File: src/inc/sw_cfg.svh
// Constants for the eight-channel switch control block.
// Assumes a 25 MHz system clock and an 8-bit register data path.
`ifndef SW_CFG_SVH
`define SW_CFG_SVH

`define SW_NCH 8
`define SW_DW 8
`define SW_AW 4
`define SW_CW 16
`define SW_CLK_MHZ 25
`define SW_OVL_OFF_US 60
`define SW_OVL_CYC (`SW_OVL_OFF_US * `SW_CLK_MHZ)
`define SW_OL_FILT_US 100
`define SW_OL_CYC (`SW_OL_FILT_US * `SW_CLK_MHZ)
`define SW_IN3_MASK 8'hf0

`define SW_IDX_SEL0 4'h0
`define SW_IDX_SEL1 4'h1
`define SW_IDX_SEL2 4'h2
`define SW_IDX_SEL3 4'h3
`define SW_IDX_DCEN 4'h4
`define SW_IDX_CMD 4'h5
`define SW_IDX_PFLT 4'h6
`define SW_IDX_OL 4'h7

`define SW_SEL_W 4
`define SW_CPL_BIT 0
`define SW_SEL_RST 16'h0000
`define SW_DCEN_RST 8'h00
`define SW_ZERO8 8'h00

`define SW_SRC_OFF 2'h0
`define SW_SRC_IN1 2'h1
`define SW_SRC_IN23 2'h2
`define SW_SRC_ON 2'h3

`endif

File: src/inc/sw_pkg.sv
// Types shared by the switch control block.
// Assumes sw_cfg.svh is on the include path.
`include "sw_cfg.svh"

package sw_pkg;
    typedef struct packed {
        logic write;
        logic [`SW_AW-1:0] addr;
        logic [`SW_DW-1:0] wdata;
    } sw_frame_t;
endpackage

File: src/verilog/sw_chan_ctrl.sv
// Channel source selection, protection latches and open-load diagnosis.
// Assumes decoded serial frames arrive as one-cycle strobes synchronous to clk.
`timescale 1ns/1ps
`include "sw_cfg.svh"

// Summary of operation
// - Two-bit source fields, two channels per register.
// - Codes: off, input 1, input 2/3, on.
// - Overload switches channel off within 60 us.
// - Protected channel stays off until latch cleared.
// - Clear-latch bit self-clears on next frame other than another clear write of one.
// - Over-temperature switches channel off, sets flag.
// - Over-temperature flag set even when off.
// - Fault flags stay latched until clear command.
// - Open-load flag clears on diagnosis register read.
// - Open-load filtered, only while channel off.
// - Per-channel diagnosis current enable bit.
module sw_chan_ctrl #(
    parameter int CW = `SW_CW,
    parameter logic [CW-1:0] OVL_CYC = CW'(`SW_OVL_CYC),
    parameter logic [CW-1:0] OL_CYC = CW'(`SW_OL_CYC),
    parameter logic [`SW_NCH-1:0] IN3_MASK = `SW_IN3_MASK
)
(
    input wire logic clk,
    input wire logic nrst,
    input wire logic frame_valid,
    input wire sw_pkg::sw_frame_t frame,
    input wire logic in1,
    input wire logic in2,
    input wire logic in3,
    input wire logic [`SW_NCH-1:0] overload,
    input wire logic [`SW_NCH-1:0] overtemp,
    input wire logic [`SW_NCH-1:0] ol_sense,
    output logic [`SW_NCH-1:0] ch_on,
    output logic [`SW_NCH-1:0] diag_current_enable,
    output logic [`SW_NCH-1:0] protect_fault_flag,
    output logic [`SW_NCH-1:0] open_load_flag,
    output logic clear_latch_bit,
    output logic [`SW_DW-1:0] rdata
);
    import sw_pkg::*;

    logic rst_meta_reg;
    logic rst_n_sync;
    logic [2*`SW_NCH-1:0] sel_reg;
    logic [`SW_NCH-1:0] src_on;
    logic [`SW_NCH-1:0] fault_ev;
    logic [`SW_NCH-1:0] ol_set;
    logic [`SW_NCH-1:0] prot_next;
    logic [CW-1:0] ovl_cnt [`SW_NCH];
    logic [CW-1:0] ol_cnt [`SW_NCH];
    logic wr_sel;
    logic wr_dcen;
    logic wr_cmd;
    logic rd_ol;

    // Reset is released through two flip-flops.
    always_ff @(posedge clk or negedge nrst)
    begin
        if (!nrst)
        begin
            rst_meta_reg <= 1'b0;
            rst_n_sync <= 1'b0;
        end
        else
        begin
            rst_meta_reg <= 1'b1;
            rst_n_sync <= rst_meta_reg;
        end
    end

    assign wr_sel = frame_valid && frame.write && (frame.addr <= `SW_IDX_SEL3);
    assign wr_dcen = frame_valid && frame.write && (frame.addr == `SW_IDX_DCEN);
    assign wr_cmd = frame_valid && frame.write && (frame.addr == `SW_IDX_CMD);
    assign rd_ol = frame_valid && !frame.write && (frame.addr == `SW_IDX_OL);

    // Source select registers hold channel 2k in bits [1:0] and 2k+1 in [3:2].
    always_ff @(posedge clk or negedge rst_n_sync)
    begin
        if (!rst_n_sync)
            sel_reg <= `SW_SEL_RST;
        else if (wr_sel)
            sel_reg[frame.addr[1:0]*`SW_SEL_W +: `SW_SEL_W] <= frame.wdata[`SW_SEL_W-1:0];
    end

    always_ff @(posedge clk or negedge rst_n_sync)
    begin
        if (!rst_n_sync)
            diag_current_enable <= `SW_DCEN_RST;
        else if (wr_dcen)
            diag_current_enable <= frame.wdata;
    end

    // The clear command is set by a write of one and dropped by any later frame other than another write of one.
    always_ff @(posedge clk or negedge rst_n_sync)
    begin
        if (!rst_n_sync)
            clear_latch_bit <= 1'b0;
        else if (frame_valid)
            clear_latch_bit <= wr_cmd && frame.wdata[`SW_CPL_BIT];
    end

    genvar i;
    generate
        for (i = 0; i < `SW_NCH; i++)
        begin : g_ch
            always_comb
            begin
                case (sel_reg[2*i +: 2])
                    `SW_SRC_OFF: src_on[i] = 1'b0;
                    `SW_SRC_IN1: src_on[i] = in1;
                    `SW_SRC_IN23: src_on[i] = IN3_MASK[i] ? in3 : in2;
                    `SW_SRC_ON: src_on[i] = 1'b1;
                    default: src_on[i] = 1'b0;
                endcase
            end

            // Overload must persist while the channel is on for the full delay.
            always_ff @(posedge clk or negedge rst_n_sync)
            begin
                if (!rst_n_sync)
                    ovl_cnt[i] <= '0;
                else if (!(overload[i] && ch_on[i]))
                    ovl_cnt[i] <= '0;
                else if (ovl_cnt[i] != OVL_CYC - 1'b1)
                    ovl_cnt[i] <= ovl_cnt[i] + 1'b1;
            end

            assign fault_ev[i] = (overload[i] && ch_on[i] && ovl_cnt[i] == OVL_CYC - 1'b1)
                || overtemp[i];

            // A new fault wins over a clear in the same cycle.
            assign prot_next[i] = fault_ev[i] || (protect_fault_flag[i] && !clear_latch_bit);

            // Open-load filter runs only while the output is off.
            always_ff @(posedge clk or negedge rst_n_sync)
            begin
                if (!rst_n_sync)
                    ol_cnt[i] <= '0;
                else if (ch_on[i] || !ol_sense[i])
                    ol_cnt[i] <= '0;
                else if (ol_cnt[i] != OL_CYC - 1'b1)
                    ol_cnt[i] <= ol_cnt[i] + 1'b1;
            end

            assign ol_set[i] = !ch_on[i] && ol_sense[i] && ol_cnt[i] == OL_CYC - 1'b1;
        end
    endgenerate

    always_ff @(posedge clk or negedge rst_n_sync)
    begin
        if (!rst_n_sync)
            protect_fault_flag <= `SW_ZERO8;
        else
            protect_fault_flag <= prot_next;
    end

    always_ff @(posedge clk or negedge rst_n_sync)
    begin
        if (!rst_n_sync)
            ch_on <= `SW_ZERO8;
        else
            ch_on <= src_on & ~prot_next;
    end

    always_ff @(posedge clk or negedge rst_n_sync)
    begin
        if (!rst_n_sync)
            open_load_flag <= `SW_ZERO8;
        else
            open_load_flag <= ol_set | (open_load_flag & ~{`SW_NCH{rd_ol}});
    end

    // Read data is captured on the frame strobe, before any read side effect.
    always_ff @(posedge clk or negedge rst_n_sync)
    begin
        if (!rst_n_sync)
            rdata <= `SW_ZERO8;
        else if (frame_valid && !frame.write)
        begin
            case (frame.addr)
                `SW_IDX_SEL0, `SW_IDX_SEL1, `SW_IDX_SEL2, `SW_IDX_SEL3:
                    rdata <= {4'h0, sel_reg[frame.addr[1:0]*`SW_SEL_W +: `SW_SEL_W]};
                `SW_IDX_DCEN: rdata <= diag_current_enable;
                `SW_IDX_CMD: rdata <= {7'h00, clear_latch_bit};
                `SW_IDX_PFLT: rdata <= protect_fault_flag;
                `SW_IDX_OL: rdata <= open_load_flag;
                default: rdata <= `SW_ZERO8;
            endcase
        end
    end
endmodule // sw_chan_ctrl

File: config.mk
export PLATFORM = sky130hd
export DESIGN_NAME = sw_chan_ctrl
export DESIGN_NICKNAME = d
export VERILOG_FILES = /design/src/inc/sw_pkg.sv /design/src/verilog/sw_chan_ctrl.sv
export VERILOG_INCLUDE_DIRS = /design/src /design/src/inc
export SDC_FILE = /design/constraint.sdc
export NUM_CORES = 1
export LEC_CHECK = 0
export ABC_AREA = 1
export BUFFER_PORTS_ARGS = -buffer_cell sky130_fd_sc_hd__buf_2
export CAP_MARGIN = 0
export CORE_ASPECT_RATIO = 0.6
export CORE_MARGIN = 5
export CORE_UTILIZATION = 50
export DETAILED_ROUTE_END_ITERATION = 10
export PLACE_DENSITY = 0.73
export REMOVE_ABC_BUFFERS = 1
export SLEW_MARGIN = 20
export SYNTH_ARGS = -nofsm -noshare
export SYNTH_HDL_FRONTEND = slang
export SYNTH_SLANG_ARGS = --single-unit
export TNS_END_PERCENT = 100
File: constraint.sdc
create_clock -name clk -period 24.1 [get_ports clk]
set_input_delay 6.025 -clock clk [delete_from_list [all_inputs] [get_ports clk]]
set_output_delay 6.025 -clock clk [all_outputs]
set_load 0.05 [all_outputs]
* Word level (Yosys, flattened, before mapping)
Cells that the tools add are included.
Word-level totals: register bits 315, bits of input ports 43, output and inout port bits 41, logic and storage cells 271
Cells by class: add/subtract/negate cells 17, $lt $le $gt $ge 1, equal/unequal tests 71, shift-type cells 3, muxes and demuxes 42, bitwise logic cells 5, reductions and logical operators 107
Operator list (number):
- 16-bit two-way mux | 32
- 16-bit by 1-bit adder with 16-bit output (second input constant) | 16
- 16-bit by 11-bit == test with 1-bit output (second input constant) | 8
- 16-bit by 12-bit == test with 1-bit output (second input constant) | 8
- 16-bit by 11-bit != test with 1-bit output (second input constant) | 8
- 16-bit by 12-bit != test with 1-bit output (second input constant) | 8
- 1-bit logical AND | 47
- 8-bit one-hot mux with 5 select lines | 1
- 4-bit negator with 34-bit output | 1
- 4-bit by 34-bit variable shift with 16-bit output (first input constant) | 1
- 4-bit by 34-bit variable part select with 16-bit output | 1
- 2-bit == test (second input constant) | 16
- 1-bit one-hot mux with 4 select lines | 8
- 1-bit logical OR | 24
- 1-bit zero test | 18
- 8-bit AND | 2
- 16-bit bitwise mux | 1
- 2-bit by 1-bit == test with 1-bit output (second input constant) | 8
- 4-bit by 3-bit == test with 1-bit output (second input constant) | 4
- 2-bit zero test | 8
- 2-bit by 1-bit != test with 1-bit output (second input constant) | 8
- 8-bit NOT | 2
- 2-bit nonzero test | 8
- 16-bit by 5-bit variable part select with 4-bit output | 1
- other kinds (6) | 7

* Depth between registers and ports, before layout
depth after elaboration 6, mapped depth 10, mapped depth without buffers 8

* Worst setup path before layout
No wires, ideal clock.
path kind input-to-reg, start point in frame[8] in the netlist's numbering, end point reg diag_current_enable[0], setup time 126 ps, arrival 7139 ps, data required time 23974 ps, slack 16834 ps, stages on the path 8, buffers on the path 3, path through buf_2 inv_2 ha_1 buf_4 inv_4 nor3_4 buf_6 o21ai_0
On the way: longest elaborated chain between the ends 2
Ends and longest elaborated chain:
- start: declaration | RTL line sw_chan_ctrl.sv:28 | input wire sw_pkg::sw_frame_t frame,
- 4-bit by 3-bit == test with 1-bit output
- 1-bit logical AND | RTL line sw_chan_ctrl.sv:74 | assign wr_dcen = frame_valid && frame.write && (frame.addr == `SW_IDX_DCEN);
- end signal: assignment | RTL line sw_chan_ctrl.sv:90 | diag_current_enable <= `SW_DCEN_RST;
- end signal: assignment | RTL line sw_chan_ctrl.sv:92 | diag_current_enable <= frame.wdata;
- end: declaration | RTL line sw_chan_ctrl.sv:36 | output logic [`SW_NCH-1:0] diag_current_enable,
Every way passes these cells. A chain may end at the register's enable or synchronous reset.

* Worst setup path in the final report
start point reg open_load_flag[3], end point out open_load_flag[3]
RTL lines:
- start: declaration | RTL line sw_chan_ctrl.sv:38 | output logic [`SW_NCH-1:0] open_load_flag,
- start signal: assignment | RTL line sw_chan_ctrl.sv:170 | open_load_flag <= `SW_ZERO8;
- start signal: assignment | RTL line sw_chan_ctrl.sv:172 | open_load_flag <= ol_set | (open_load_flag & ~{`SW_NCH{rd_ol}});
No word-level cell between the ends.

==> metrics.log <==
INFO  metric synthTopCellsByCount = 618 x sky130_fd_sc_hd__nand2_1, 516 x sky130_fd_sc_hd__nor2_1, 315 x sky130_fd_sc_hd__dfrtp_1, 293 x sky130_fd_sc_hd__inv_1, 228 x sky130_fd_sc_hd__nand3_1
INFO  metric critical_path.slowest_cell = sky130_fd_sc_hd__dfrtp_1
INFO  metric fin_setup_tns = 0 ns
INFO  metric post_synth_instance_area = 17800 sq um
INFO  metric hold_class = flip-flop to async pin
INFO  metric ys_async_sr_fraction = 100%
INFO  metric synth_cells = 2525
INFO  metric grtUsageMet2 = 32.6%
INFO  metric crit_path_cell_trace = buf_2
INFO  metric yosys-top-cells-area = sky130_fd_sc_hd__dfrtp_1 44%, sky130_fd_sc_hd__nand2_1 13%, sky130_fd_sc_hd__nor2_1 11%
INFO  metric yosys_most_used_dff = sky130_fd_sc_hd__dfrtp_1
INFO  metric final_wtd_congestion = 0.959
INFO  metric netlist-cell-type-count = 35
INFO  metric core-area = 35100 sq um
INFO  metric vias_per_cell = 5.33
INFO  metric final_area = 19700 sq um
INFO  metric finalNetCount = 2680
INFO  metric report.final.slew_viol_count = 0
INFO  metric worstPathRequired = 18.07 ns
INFO  metric report.final.setup_viol = 0
INFO  metric area_of_placed_instances = 18700 sq um
INFO  metric grt_pass1_wl = 73600 microns
INFO  metric die_height = 156 microns
INFO  metric status = complete, no violations
INFO  metric dp_cell_count = 3051
INFO  metric timing.final.ws_setup = 16.69 ns
INFO  metric die_w = 254 microns
INFO  metric buffer_ports.inserted = 83
INFO  metric timing.critical_path.depth = 1
INFO  metric postLayoutCoreUtil = 56.3%
INFO  metric synth_top_area_share = 44.2%
INFO  metric yosys_warns = 0
INFO  metric data_arrival_time_at_the_worst_slack_endpoint = 1.39 ns
INFO  metric power.ir.vdd_worst = 0.0504 mV
INFO  metric post_cts_hold_buffer_count = 0
INFO  metric grt_most_used_layer = met1
INFO  metric rsz0062_at_grt = no
INFO  metric synthMostInstantiatedCell = sky130_fd_sc_hd__nand2_1
INFO  metric end_kind = output port
INFO  metric first_global_vias = 14860
INFO  metric cts_resized = 0
INFO  metric wirelength = 44800 microns
INFO  metric clock_tree.root_cell = sky130_fd_sc_hd__clkbuf_16
INFO  metric totalPowerFinal = 1.13 mW
INFO  metric placement_rows = 53
INFO  metric final_min_period_over_clock_period = 30.7%
INFO  metric cts.path.max_buffers = 3
INFO  metric ff2ff_path_depth = 2
INFO  metric initial_antenna_violation_count = 3
INFO  metric clock_buffer_count_from_cts = 31
INFO  metric start_kind = flip-flop
INFO  metric clk_transition_reported_paths = 0.07 ns
INFO  metric tightest_slew = 1.13 ns
INFO  metric finalNonFillerCells = 3109
INFO  metric power_per_cell_area = 57.3 nW/um^2
INFO  metric clkLatencyLatePin = 0.57 ns
INFO  metric top_level_ports = 84
INFO  metric hold_viol = 0
INFO  metric postSynthAreaPerCell = 7.06 sq um
INFO  metric max_clock_freq = 135 MHz
INFO  metric globalRouteOverflowTotal = 0
INFO  metric synth.ff_latch_count = 315
INFO  metric fin_skew = 0.00939 ns
INFO  metric criticalPathCategory = flip-flop to output port
INFO  metric firstDrtPassIters = 6
INFO  metric count_of_flip_flops_with_a_built_in_enable_after_synthesis = 0
INFO  metric max_cap_viol_count = 0
INFO  metric period_minus_slack = 7.41 ns
INFO  metric ys_seq_area_share = 44.2%
INFO  metric worstPathMaxFanout = 3
INFO  metric synth_top_area_cell = sky130_fd_sc_hd__dfrtp_1
INFO  metric dp_hpwl = 33600 microns
INFO  metric gr-usage-met1 = 34.1%
INFO  metric cpPeakStageDelay = 0.49 ns
INFO  metric floorplan.die_area = 39700 sq um
INFO  metric max_slew_margin = 24.7%
INFO  metric pin_count_of_the_biggest_net_entering_global_routing = 82
INFO  metric critPathBufInv = 1
INFO  metric detail_route.iter0.violations = 1592
INFO  metric cts_tree = built
INFO  metric power.leakage = 9.07 nW
INFO  metric post-route-drc-count = 0
INFO  metric detail-route-antenna-nets = 0
INFO  metric post_cts_buffers = 0
INFO  metric fin_hold_ws = 0.328 ns
INFO  metric ratio_of_cells_with_drive_above_1_in_the_final_layout = 7.42%
INFO  metric initial_utilization = 50.8%
INFO  metric met3_usage = 4.22%
INFO  metric area_delta_synth_final = 10.7%
INFO  metric route.vias.total = 16584
INFO  metric post-place-ws = 16.29 ns
INFO  metric htreeDepth = 1
INFO  metric tritoncts_num_sinks = 315
INFO  metric route.detailed.wl_per_inst = 14.4 microns
INFO  metric track_usage = 22.1%
INFO  metric critical-path-top-delay-family = flip-flops
## placed cells by master, fill, tap and decap left out, drive strengths merged, types with 2 or more instances in the layout
cell,count
dfrtp,315
buf,88
nand3,233
diode,2
o21ai,136
nand4,106
a21oi,96
ha,20
a31oi,9
inv,296
nand3b,9
nor3,40
bufinv,2
clkbuf,41
xnor2,2
nor3b,11
clkinvlp,5
xor2,32
and2,4
nor2,547
nand2,628
o21bai,6
clkinv,12
## worst paths after layout
check                                       startpoint                       to  slack [ns]
setup / recovery           open_load_flag[3]$_DFF_PN0_        open_load_flag[3]       16.69
hold / removal                    rst_n_sync$_DFF_PN0_  ovl_cnt[73]$_DFFE_PN0P_        0.33
setup reg to reg                  rst_n_sync$_DFF_PN0_   ol_cnt[42]$_DFFE_PN0P_       21.62
hold reg to reg                   rst_n_sync$_DFF_PN0_  ovl_cnt[73]$_DFFE_PN0P_        0.33
max in group asynchronous                         nrst     rst_n_sync$_DFF_PN0_       18.77
min in group clk                rst_meta_reg$_DFF_PN0_     rst_n_sync$_DFF_PN0_        0.35
## logic make-up after synthesis
family	share of synthesized area [%]
compound gates	7.08
xor+xnor	1.67
fa+ha+maj	1.40
buf+inv	7.26
flops	44.2
other cells	0.0210
simple gates	38.3
## where the power goes
| group | internal, mW | total, mW | leakage, nW | switching (mW) |
|---|---|---|---|---|
| Clock | 0.278 | 0.490 | 0.496 | 0.212 |
| Combinational | 0.0209 | 0.0843 | 4.29 | 0.0634 |
| Sequential | 0.543 | 0.557 | 4.28 | 0.0141 |
| Total | 0.842 | 1.13 | 9.07 | 0.289 |
## layer usage
metal | routed length [microns] | up-vias
li1 | - | 8311
met1 | 21800 | 7657
met2 | 18600 | 540
met3 | 3310 | 74
met4 | 1110 | 2
met5 | 11 | -
## cell type report
class / instances / area, sq um
clock inverters: 15 / 141
multi-input cells: 1881 / 8650
diodes: 2 / 5.00
well taps: 467 / 584
clock buffers: 41 / 883
repair buffers: 88 / 457
fillers: 3263 / 15300
flip-flops and latches: 315 / 7890
inverters: 300 / 1130
Power figures use the tool's default switching activity.
